===== config.mk =====
export PLATFORM = sky130hd
export DESIGN_NAME = svsr_status_regs
export DESIGN_NICKNAME = d
export VERILOG_FILES = /design/src/shared/svsr_pkg.sv /design/src/svsr_status_regs.sv /design/src/svsr_sync.sv /design/src/svsr_w1c.sv
export SDC_FILE = /design/constraint.sdc
export NUM_CORES = 1
export LEC_CHECK = 0
export BUFFER_PORTS_ARGS = -buffer_cell sky130_fd_sc_hd__clkbuf_2
export CORE_MARGIN = 2
export CORE_UTILIZATION = 45
export CTS_BUF_LIST = sky130_fd_sc_hd__clkbuf_4 sky130_fd_sc_hd__clkbuf_8 sky130_fd_sc_hd__clkbuf_16
export CTS_CLUSTER_DIAMETER = 50
export DETAILED_ROUTE_END_ITERATION = 10
export MAX_ROUTING_LAYER = met4
export PLACE_DENSITY = 0.77
export SYNTH_ARGS = -nofsm -noshare
export SYNTH_HDL_FRONTEND = slang
export SYNTH_SLANG_ARGS = --single-unit

===== constraint.sdc =====
create_clock -name aclk -period 2.4 [get_ports aclk]
set_input_delay 0.48 -clock aclk [delete_from_list [all_inputs] [get_ports aclk]]
set_output_delay 0.48 -clock aclk [all_outputs]
set_load 0.02 [all_outputs]

===== src/shared/svsr_pkg.sv =====
// Package of offsets, field positions, reset values and carrier types for the supervisor status registers.
package svsr_pkg;

  // Register indices; the printed offsets are not all multiples of four, so the byte address is four times these.
  localparam logic [7:0] SVSR_IDX_FAULT = 8'h24;
  localparam logic [7:0] SVSR_IDX_STATE = 8'h30;
  localparam logic [7:0] SVSR_IDX_TEST = 8'h31;
  localparam logic [7:0] SVSR_IDX_OFF = 8'h32;
  // Interrupt registers, placed above the documented ones.
  localparam logic [7:0] SVSR_IDX_IRQ_STAT = 8'h40;
  localparam logic [7:0] SVSR_IDX_IRQ_EN = 8'h41;
  localparam logic [7:0] SVSR_IDX_IRQ_CLR = 8'h42;
  localparam int SVSR_ADDR_W = 10;

  // Field positions of the internal fault register.
  localparam int SVSR_F_REG = 6;
  localparam int SVSR_F_OSC = 4;
  localparam int SVSR_F_SHORT = 3;
  localparam int SVSR_F_OPEN = 2;
  localparam logic [7:0] SVSR_FAULT_MASK = 8'h5C;

  // Field positions of the state register.
  localparam int SVSR_S_SAFE = 7;
  localparam int SVSR_S_DONE = 6;
  localparam int SVSR_S_SUPPLY = 5;
  localparam int SVSR_S_IRQ = 4;
  localparam int SVSR_S_SLEEP = 3;
  localparam int SVSR_S_ACT = 2;
  localparam int SVSR_S_RAIL = 1;

  // Field positions of the self-test register.
  localparam int SVSR_T_SEC = 5;
  localparam int SVSR_T_DED = 4;
  localparam int SVSR_T_VM = 3;
  localparam int SVSR_T_NVM = 2;
  localparam int SVSR_T_LOGIC = 1;
  localparam int SVSR_T_ANALOG = 0;

  // Channel count and pin count.
  localparam int SVSR_NCH = 6;
  localparam int SVSR_NPIN = 5;
  localparam logic [7:0] SVSR_ZERO8 = 8'h00;
  localparam logic [1:0] SVSR_RESP_OKAY = 2'h0;
  localparam logic [1:0] SVSR_RESP_SLVERR = 2'h2;

  // Internal event inputs from the detectors and self-test engine.
  typedef struct packed {
    logic internal_regulator_fault;
    logic oscillator_fault;
    logic addr_pin_short_fault;
    logic addr_pin_open_fault;
  } svsr_fault_ev_t;

  // Self-test and configuration load results.
  typedef struct packed {
    logic single_err_corrected;
    logic double_err_detected;
    logic volatile_mem_test_fail;
    logic nonvolatile_mem_test_fail;
    logic logic_test_fail;
    logic analog_test_fail;
  } svsr_test_t;

  // Asynchronous pin levels, in state register order from bit 5 down to bit 1.
  typedef struct packed {
    logic supply_pin_level;
    logic irq_pin_level;
    logic sleep_pin_level;
    logic activate_pin_level;
    logic rail_tag_pin_level;
  } svsr_pins_t;

  // Maps a byte address to a register index; non-word addresses give an invalid index.
  function automatic logic [8:0] svsr_index(input logic [SVSR_ADDR_W-1:0] addr);
    svsr_index = (addr[1:0] == 2'h0) ? {1'b0, addr[SVSR_ADDR_W-1:2]} : 9'h1FF;
  endfunction

endpackage


===== src/svsr_status_regs.sv =====
// Supervisor status register bank with an AXI4-Lite slave and an interrupt.
//
// Notes on behaviour
// - regulator fault sets fault bit 6, W1C.
// - oscillator fault sets fault bit 4, W1C.
// - address pin short bit 3, open bit 2.
// - state bit 7 shows fail-safe state.
// - state bit 5 shows supply pin level.
// - state bit 4 shows interrupt pin level.
// - state bit 3 shows sleep pin level.
// - state bit 2 shows activate pin level.
// - state bit 1 shows rail-tag pin level.
// - test bit 5 shows single error corrected.
// - test bit 4 shows double error detected.
// - test bit 3 volatile memory test fail.
// - test bit 2 non-volatile memory test fail.
// - test bit 1 logic test fail.
// - test bit 0 analog test fail.
// - off bits 5:0 show channel below threshold.
//
// Register access over AXI4-Lite was decided locally.
`timescale 1ns/1ps
module svsr_status_regs
  import svsr_pkg::*;
(
  input wire logic aclk,
  input wire logic aresetn,
  input wire logic [SVSR_ADDR_W-1:0] s_axi_awaddr,
  input wire logic s_axi_awvalid,
  output logic s_axi_awready,
  input wire logic [31:0] s_axi_wdata,
  input wire logic [3:0] s_axi_wstrb,
  input wire logic s_axi_wvalid,
  output logic s_axi_wready,
  output logic [1:0] s_axi_bresp,
  output logic s_axi_bvalid,
  input wire logic s_axi_bready,
  input wire logic [SVSR_ADDR_W-1:0] s_axi_araddr,
  input wire logic s_axi_arvalid,
  output logic s_axi_arready,
  output logic [31:0] s_axi_rdata,
  output logic [1:0] s_axi_rresp,
  output logic s_axi_rvalid,
  input wire logic s_axi_rready,
  input wire svsr_fault_ev_t fault_ev,
  input wire logic safe_state_flag,
  input wire logic selftest_done_state,
  input wire svsr_test_t test_result,
  input wire logic [SVSR_NCH-1:0] channel_off_flag,
  input wire svsr_pins_t pins_raw,
  output logic irq_q
);

  // Write channel state: address and data may arrive in either order.
  logic aw_held_q;
  logic w_held_q;
  logic [SVSR_ADDR_W-1:0] awaddr_q;
  logic [31:0] wdata_q;
  logic [3:0] wstrb_q;
  // Read-only snapshot registers, updated every cycle.
  logic [7:0] state_q;
  logic [7:0] test_q;
  logic [7:0] off_q;
  // Interrupt enable register.
  logic [7:0] irq_en_q;
  // Synchronised pin levels.
  svsr_pins_t pins_s;
  // Sticky fault flags and their clear strobes.
  logic [7:0] fault_flags;
  logic [7:0] fault_set;
  logic [7:0] fault_clr;
  // Write commit and decoded index.
  logic wr_go;
  logic [8:0] wr_idx;
  logic lane0_wr;

  // Pin levels go through two flops before they are shown.
  svsr_sync u_sync (
    .aclk(aclk),
    .aresetn(aresetn),
    .pin_raw(pins_raw),
    .pin_sync(pins_s)
  );

  // Write commits once both halves are held and no response is pending.
  assign wr_go = aw_held_q && w_held_q && !s_axi_bvalid;
  assign wr_idx = svsr_index(awaddr_q);
  assign lane0_wr = wr_go && wstrb_q[0];

  // Event set vector in register layout.
  always_comb
  begin
    fault_set = SVSR_ZERO8;
    fault_set[SVSR_F_REG] = fault_ev.internal_regulator_fault;
    fault_set[SVSR_F_OSC] = fault_ev.oscillator_fault;
    fault_set[SVSR_F_SHORT] = fault_ev.addr_pin_short_fault;
    fault_set[SVSR_F_OPEN] = fault_ev.addr_pin_open_fault;
  end

  // Both the fault register and the interrupt clear register clear a fault flag.
  always_comb
  begin
    fault_clr = SVSR_ZERO8;
    if (lane0_wr && (wr_idx[7:0] == SVSR_IDX_FAULT || wr_idx[7:0] == SVSR_IDX_IRQ_CLR) && !wr_idx[8])
    begin
      fault_clr = wdata_q[7:0] & SVSR_FAULT_MASK;
    end
  end

  // Reserved bits get no flop and read as zero.
  genvar gi;
  generate
    for (gi = 0; gi < 8; gi++)
    begin : g_fault
      if (SVSR_FAULT_MASK[gi])
      begin : g_used
        svsr_w1c u_flag (
          .aclk(aclk),
          .aresetn(aresetn),
          .set_i(fault_set[gi]),
          .clr_i(fault_clr[gi]),
          .flag_q(fault_flags[gi])
        );
      end
      else
      begin : g_rsvd
        assign fault_flags[gi] = 1'b0;
      end
    end
  endgenerate

  // Live state register composed from internal states and synchronised pins.
  always_ff @(posedge aclk)
  begin
    if (!aresetn)
    begin
      state_q <= SVSR_ZERO8;
    end
    else
    begin
      state_q[SVSR_S_SAFE] <= safe_state_flag;
      state_q[SVSR_S_DONE] <= selftest_done_state;
      state_q[SVSR_S_SUPPLY] <= pins_s.supply_pin_level;
      state_q[SVSR_S_IRQ] <= pins_s.irq_pin_level;
      state_q[SVSR_S_SLEEP] <= pins_s.sleep_pin_level;
      state_q[SVSR_S_ACT] <= pins_s.activate_pin_level;
      state_q[SVSR_S_RAIL] <= pins_s.rail_tag_pin_level;
      state_q[0] <= 1'b0;
    end
  end

  // Self-test results and channel off flags; writes never touch them.
  always_ff @(posedge aclk)
  begin
    if (!aresetn)
    begin
      test_q <= SVSR_ZERO8;
      off_q <= SVSR_ZERO8;
    end
    else
    begin
      test_q <= {2'b00, test_result};
      off_q <= {2'b00, channel_off_flag};
    end
  end

  // Interrupt enable is the only plain read/write register.
  always_ff @(posedge aclk)
  begin
    if (!aresetn)
    begin
      irq_en_q <= SVSR_ZERO8;
    end
    else if (lane0_wr && !wr_idx[8] && wr_idx[7:0] == SVSR_IDX_IRQ_EN)
    begin
      irq_en_q <= wdata_q[7:0] & SVSR_FAULT_MASK;
    end
  end

  // Level interrupt while any enabled flag is set.
  always_ff @(posedge aclk)
  begin
    if (!aresetn)
    begin
      irq_q <= 1'b0;
    end
    else
    begin
      irq_q <= |(fault_flags & irq_en_q);
    end
  end

  // Write address and data capture; each is taken once and held until commit.
  always_ff @(posedge aclk)
  begin
    if (!aresetn)
    begin
      aw_held_q <= 1'b0;
      w_held_q <= 1'b0;
      awaddr_q <= '0;
      wdata_q <= '0;
      wstrb_q <= 4'h0;
    end
    else
    begin
      if (s_axi_awvalid && s_axi_awready)
      begin
        aw_held_q <= 1'b1;
        awaddr_q <= s_axi_awaddr;
      end
      else if (wr_go)
      begin
        aw_held_q <= 1'b0;
      end
      if (s_axi_wvalid && s_axi_wready)
      begin
        w_held_q <= 1'b1;
        wdata_q <= s_axi_wdata;
        wstrb_q <= s_axi_wstrb;
      end
      else if (wr_go)
      begin
        w_held_q <= 1'b0;
      end
    end
  end

  // Ready flops: offered only while the matching holding slot is empty.
  always_ff @(posedge aclk)
  begin
    if (!aresetn)
    begin
      s_axi_awready <= 1'b0;
      s_axi_wready <= 1'b0;
    end
    else
    begin
      s_axi_awready <= !aw_held_q && !(s_axi_awvalid && s_axi_awready) && !s_axi_bvalid;
      s_axi_wready <= !w_held_q && !(s_axi_wvalid && s_axi_wready) && !s_axi_bvalid;
    end
  end

  // Write response; read-only registers answer OKAY but keep their value.
  always_ff @(posedge aclk)
  begin
    if (!aresetn)
    begin
      s_axi_bvalid <= 1'b0;
      s_axi_bresp <= SVSR_RESP_OKAY;
    end
    else if (wr_go)
    begin
      s_axi_bvalid <= 1'b1;
      case (wr_idx)
        {1'b0, SVSR_IDX_FAULT}, {1'b0, SVSR_IDX_STATE}, {1'b0, SVSR_IDX_TEST}, {1'b0, SVSR_IDX_OFF},
        {1'b0, SVSR_IDX_IRQ_STAT}, {1'b0, SVSR_IDX_IRQ_EN}, {1'b0, SVSR_IDX_IRQ_CLR}:
          s_axi_bresp <= SVSR_RESP_OKAY;
        default:
          s_axi_bresp <= SVSR_RESP_SLVERR;
      endcase
    end
    else if (s_axi_bready)
    begin
      s_axi_bvalid <= 1'b0;
    end
  end

  // Read path: one cycle from the address handshake to rvalid.
  always_ff @(posedge aclk)
  begin
    if (!aresetn)
    begin
      s_axi_arready <= 1'b0;
      s_axi_rvalid <= 1'b0;
      s_axi_rdata <= '0;
      s_axi_rresp <= SVSR_RESP_OKAY;
    end
    else
    begin
      s_axi_arready <= !s_axi_rvalid && !(s_axi_arvalid && s_axi_arready);
      if (s_axi_arvalid && s_axi_arready)
      begin
        s_axi_rvalid <= 1'b1;
        s_axi_rresp <= SVSR_RESP_OKAY;
        case (svsr_index(s_axi_araddr))
          {1'b0, SVSR_IDX_FAULT}: s_axi_rdata <= {24'h0, fault_flags};
          {1'b0, SVSR_IDX_IRQ_STAT}: s_axi_rdata <= {24'h0, fault_flags};
          {1'b0, SVSR_IDX_STATE}: s_axi_rdata <= {24'h0, state_q};
          {1'b0, SVSR_IDX_TEST}: s_axi_rdata <= {24'h0, test_q};
          {1'b0, SVSR_IDX_OFF}: s_axi_rdata <= {24'h0, off_q};
          {1'b0, SVSR_IDX_IRQ_EN}: s_axi_rdata <= {24'h0, irq_en_q};
          {1'b0, SVSR_IDX_IRQ_CLR}: s_axi_rdata <= '0;
          default:
          begin
            s_axi_rdata <= '0;
            s_axi_rresp <= SVSR_RESP_SLVERR;
          end
        endcase
      end
      else if (s_axi_rready)
      begin
        s_axi_rvalid <= 1'b0;
      end
    end
  end
endmodule // svsr_status_regs


===== src/svsr_sync.sv =====
// Two-flop synchroniser bank for the pin levels.
`timescale 1ns/1ps
module svsr_sync
  import svsr_pkg::*;
(
  input wire logic aclk,
  input wire logic aresetn,
  input wire logic [SVSR_NPIN-1:0] pin_raw,
  output logic [SVSR_NPIN-1:0] pin_sync
);

  // First stage; read only by the second stage.
  logic [SVSR_NPIN-1:0] meta_q;

  // One two-stage chain per pin, built by a generate loop.
  genvar g;
  generate
    for (g = 0; g < SVSR_NPIN; g++)
    begin : g_chain
      always_ff @(posedge aclk)
      begin
        if (!aresetn)
        begin
          meta_q[g] <= 1'b0;
          pin_sync[g] <= 1'b0;
        end
        else
        begin
          meta_q[g] <= pin_raw[g];
          pin_sync[g] <= meta_q[g];
        end
      end
    end
  endgenerate

endmodule // svsr_sync


===== src/svsr_w1c.sv =====
// One sticky write-one-to-clear flag where a set wins over a clear.
`timescale 1ns/1ps
module svsr_w1c
(
  input wire logic aclk,
  input wire logic aresetn,
  input wire logic set_i,
  input wire logic clr_i,
  output logic flag_q
);

  // Set has priority so an event in the clearing cycle is kept.
  always_ff @(posedge aclk)
  begin
    if (!aresetn)
    begin
      flag_q <= 1'b0;
    end
    else if (set_i)
    begin
      flag_q <= 1'b1;
    end
    else if (clr_i)
    begin
      flag_q <= 1'b0;
    end
  end

endmodule // svsr_w1c


==> impl_metrics.yaml <==
run_status:
  status: "finished clean"
clocking:
  cts_setup_buffers: 0
  clockBufferDepth: 2
  ctsResizeCount: 0
  cts_buffers: 9
  cts_tree: "built"
  holdBufCountCts: 0
  clk_latency_ns: 0.35
  cts.clk_slew.worst_paths_ns: 0.08
  htreeDepth: 3
  cts.sinks: 70
  root_buffer: "clkbuf_8"
worst_setup_path:
  r2r_cells: 4
  end_kind: "flip-flop"
  cp_max_fo: 5
  crit_slowest_cell: "or4_4"
  reg2reg_slack_ns: 0.50
  path_class: "reg2reg"
  path_cells: "or4_4 > or4_4 > nor4_4 > a41oi_1"
  worst_setup_path_start_kind: "flip-flop"
  r2r_start: "awaddr_q[0]$_SDFFE_PN0P_"
  critPathBufInv: 0
  required_ns: 2.61
  cp.depth: 4
  critPathTopFamily: "simple AND/OR/NAND/NOR gates"
  timing.rr.end: "g_fault[3].g_used.u_flag.flag_q$_SDFFE_PN0P_"
  cpMostUsedCell: "or4_4"
  cp_slowest_stage_delay_ns: 0.53
  crit_arrival_ns: 2.10
worst_hold_path:
  min_to: "test_q[1]$_SDFF_PN0_"
  hold_start: "test_result[1]"
  hold_depth: 2
  hold_path_class: "in2reg"
synth:
  synth_area_um2: 2910
  seq_area_frac_synth: 0.482
  async_reset_ff_frac: 0
  yosysWarnings: 0
  synth_enable_flop_cells: 0
  synthXorXnorAreaFrac: 0
  synth_compound_area_frac: 0.154
  ys_types: 43
  syn_inst: 318
  synthFlopType: "dfxtp_1"
  synth_fa_ha_area_frac: 0
  yosys.area_share.simple: 0.247
  synth.area.mux_share: 0.0181
  synth_top_family_by_area: "simple AND/OR/NAND/NOR gates"
  ys_ff_latch: 70
  synth.avg_cell_area_um2: 9.15
pwr:
  p_leak_nw: 1.46
  powerDensity_nw_per_um2: 711
  ir_drop_v: 0.000408
place:
  dp_hpwl_um: 4370
  gp_congestion: 0.852
  numPortBuffers: 70
floorplan:
  io_pins: 128
  die_y_um: 84.4
  core_area_um2: 6310
  die_w_um: 84.4
  dieArea_um2: 7130
  std_cell_rows: 29
  start_util: 0.461
sta:
  rsz0062_at_grt: "false"
  worst_pin_slew_ns: 0.580
  min_period_ns: 1.90
  slew_violations: 0
  clock_skew_ns: 0.00868
  fmax_ghz: 0.528
  finalHoldViolations: 0
  fin_tns_setup_ns: 0
  max-slew-margin-rel: 0.610
  hold_ws_ns: 0.331
  fin_crit_sh: 0.790
  final-setup-viol-count: 0
detailed_routing:
  vias: 2389
  wl_um: 5830
  avgRoutedWirePerCell_um: 12.3
  antenna_left: 0
  drt_iter0_drc: 95
  drtPass1Iterations: 4
  drc: 0
  viasPerCell: 5.06
global_route:
  track_usage: 0.170
  grt_pass1_wl_um: 9320
  antenna_found_initial: 0
  grt_pass1_vias: 2070
  grt_max_degree: 40
  grt.overflow.total: 0
cells_and_area:
  num_antenna_cells: 0
  finish.net_count: 476
  area.growth.synth_to_final_pct: 18.0
  post-route-util: 0.544
  drive_gt1_frac: 0.256
job:
  maxCapViolCount: 0
-- cells in the final DEF (no fill, tap or decap), types with 2 or more instances in the layout --
cell type	n
dfxtp_1	70
inv_6	2
a221o_1	2
o21ai_0	14
mux2_2	2
and3_1	3
a2111oi_0	3
conb_1	26
or3b_2	3
nand2_1	33
a211oi_1	7
a41oi_1	4
nor3_1	3
a21oi_1	27
inv_1	12
o2bb2ai_1	3
nor2_1	7
nor2b_1	2
a221oi_1	3
and2_1	31
nor4_1	5
clkbuf_8	9
or4_1	3
a21o_1	2
clkbuf_2	70
nand2b_1	5
nor3b_1	2
mux2i_1	3
nand3b_1	5
or4_4	2
buf_4	2
or4b_2	2
a22oi_1	3
nand3_1	10
-- logic make-up after synthesis --
| family | after synthesis |
|---|---|
| AND/OR/NAND/NOR | 123 |
| AO/OA/AOI/OAI | 70 |
| flip-flops | 70 |
| other | 1 |
| buffers and inverters | 49 |
| multiplexers | 5 |
-- power by group --
| group | leakage [nW] | internal (mW) | switching (mW) | total, mW |
|---|---|---|---|---|
| sequential | 0.575 | 1.21 | 0.0315 | 1.24 |
| clock | 0.102 | 0.494 | 0.480 | 0.974 |
| combinational | 0.779 | 0.0880 | 0.137 | 0.225 |
| total | 1.46 | 1.79 | 0.648 | 2.44 |
-- synthesized netlist by cell type (all sizes together) (3+ instances only) --
library cell,count,share of area
o2bb2ai,3,0.0090
a41oi,4,0.012
nand3,10,0.017
a21oi,27,0.046
a2111oi,3,0.0090
nor3,4,0.0086
or3b,3,0.0090
a22oi,3,0.0077
inv,12,0.015
clkbuf,8,0.010
or4,5,0.015
a221oi,3,0.0090
and2,31,0.067
nand3b,5,0.013
a211oi,7,0.018
nand2,33,0.043
nor4,6,0.018
and3,3,0.0064
mux2i,3,0.010
dfxtp,70,0.48
nand2b,5,0.011
buf,28,0.071
nor2,7,0.0090
o21ai,14,0.024
-- sequential cells by signal, indices dropped and copies added, names as in the netlist --
signal and cells:
s_axi_rresp 1, s_axi_rvalid 1, u_sync.pin_sync 5, s_axi_awready 1, awaddr_q 10, s_axi_bresp 1, w_held_q 1, irq_q 1
state_q 7, off_q 6, irq_en_q 4, g_fault.g_used.u_flag.flag_q 4, s_axi_rdata 8, s_axi_wready 1, wstrb_q 1, wdata_q 4
test_q 6, s_axi_arready 1, u_sync.meta_q 5, s_axi_bvalid 1, aw_held_q 1
-- routing by layer --
| metal | wire length (um) | track usage |
|---|---|---|
| met5 | 0 | - |
| met4 | 180 | 0.0880 |
| met3 | 338 | 0.0413 |
| met2 | 2570 | 0.245 |
| met1 | 2740 | 0.220 |
-- how the worst max path moves through the flow --
stage / from / end / slack [ns]
after floorplan: s_axi_araddr[5] / s_axi_rdata[1]$_SDFFE_PN0P_ / 0.57
after global placement: s_axi_araddr[5] / s_axi_rdata[1]$_SDFFE_PN0P_ / 0.34
after detailed placement: s_axi_araddr[4] / s_axi_rdata[4]$_SDFFE_PN0P_ / 0.31
after CTS: awaddr_q[0]$_SDFFE_PN0P_ / g_fault[6].g_used.u_flag.flag_q$_SDFFE_PN0P_ / 0.50
after global routing: awaddr_q[0]$_SDFFE_PN0P_ / g_fault[3].g_used.u_flag.flag_q$_SDFFE_PN0P_ / 0.41
final: awaddr_q[0]$_SDFFE_PN0P_ / g_fault[3].g_used.u_flag.flag_q$_SDFFE_PN0P_ / 0.50
-- final cells by class --
type	count	area (um2)
timing repair buffer	72	365
fill	594	2880
multi-input combinational	224	1320
clock buffer	9	124
tap	77	96.3
sequential	70	1400
clock inverter	7	80.1
inverter	13	48.8
-- stage by stage --
step / instance area (um2) / power (mW) / std cells / setup slack [ns]
detailed placement: 3230 / 1.49 / 456 / 0.308
floorplan: 3000 / 1.44 / 343 / 0.573
global route: 3430 / 2.54 / 472 / 0.405
CTS: 3430 / 2.45 / 472 / 0.500
global placement: 3230 / 1.49 / 456 / 0.341
finish: 3430 / 2.44 / 472 / 0.505
No activity file was read; power rests on OpenSTA's default activity.
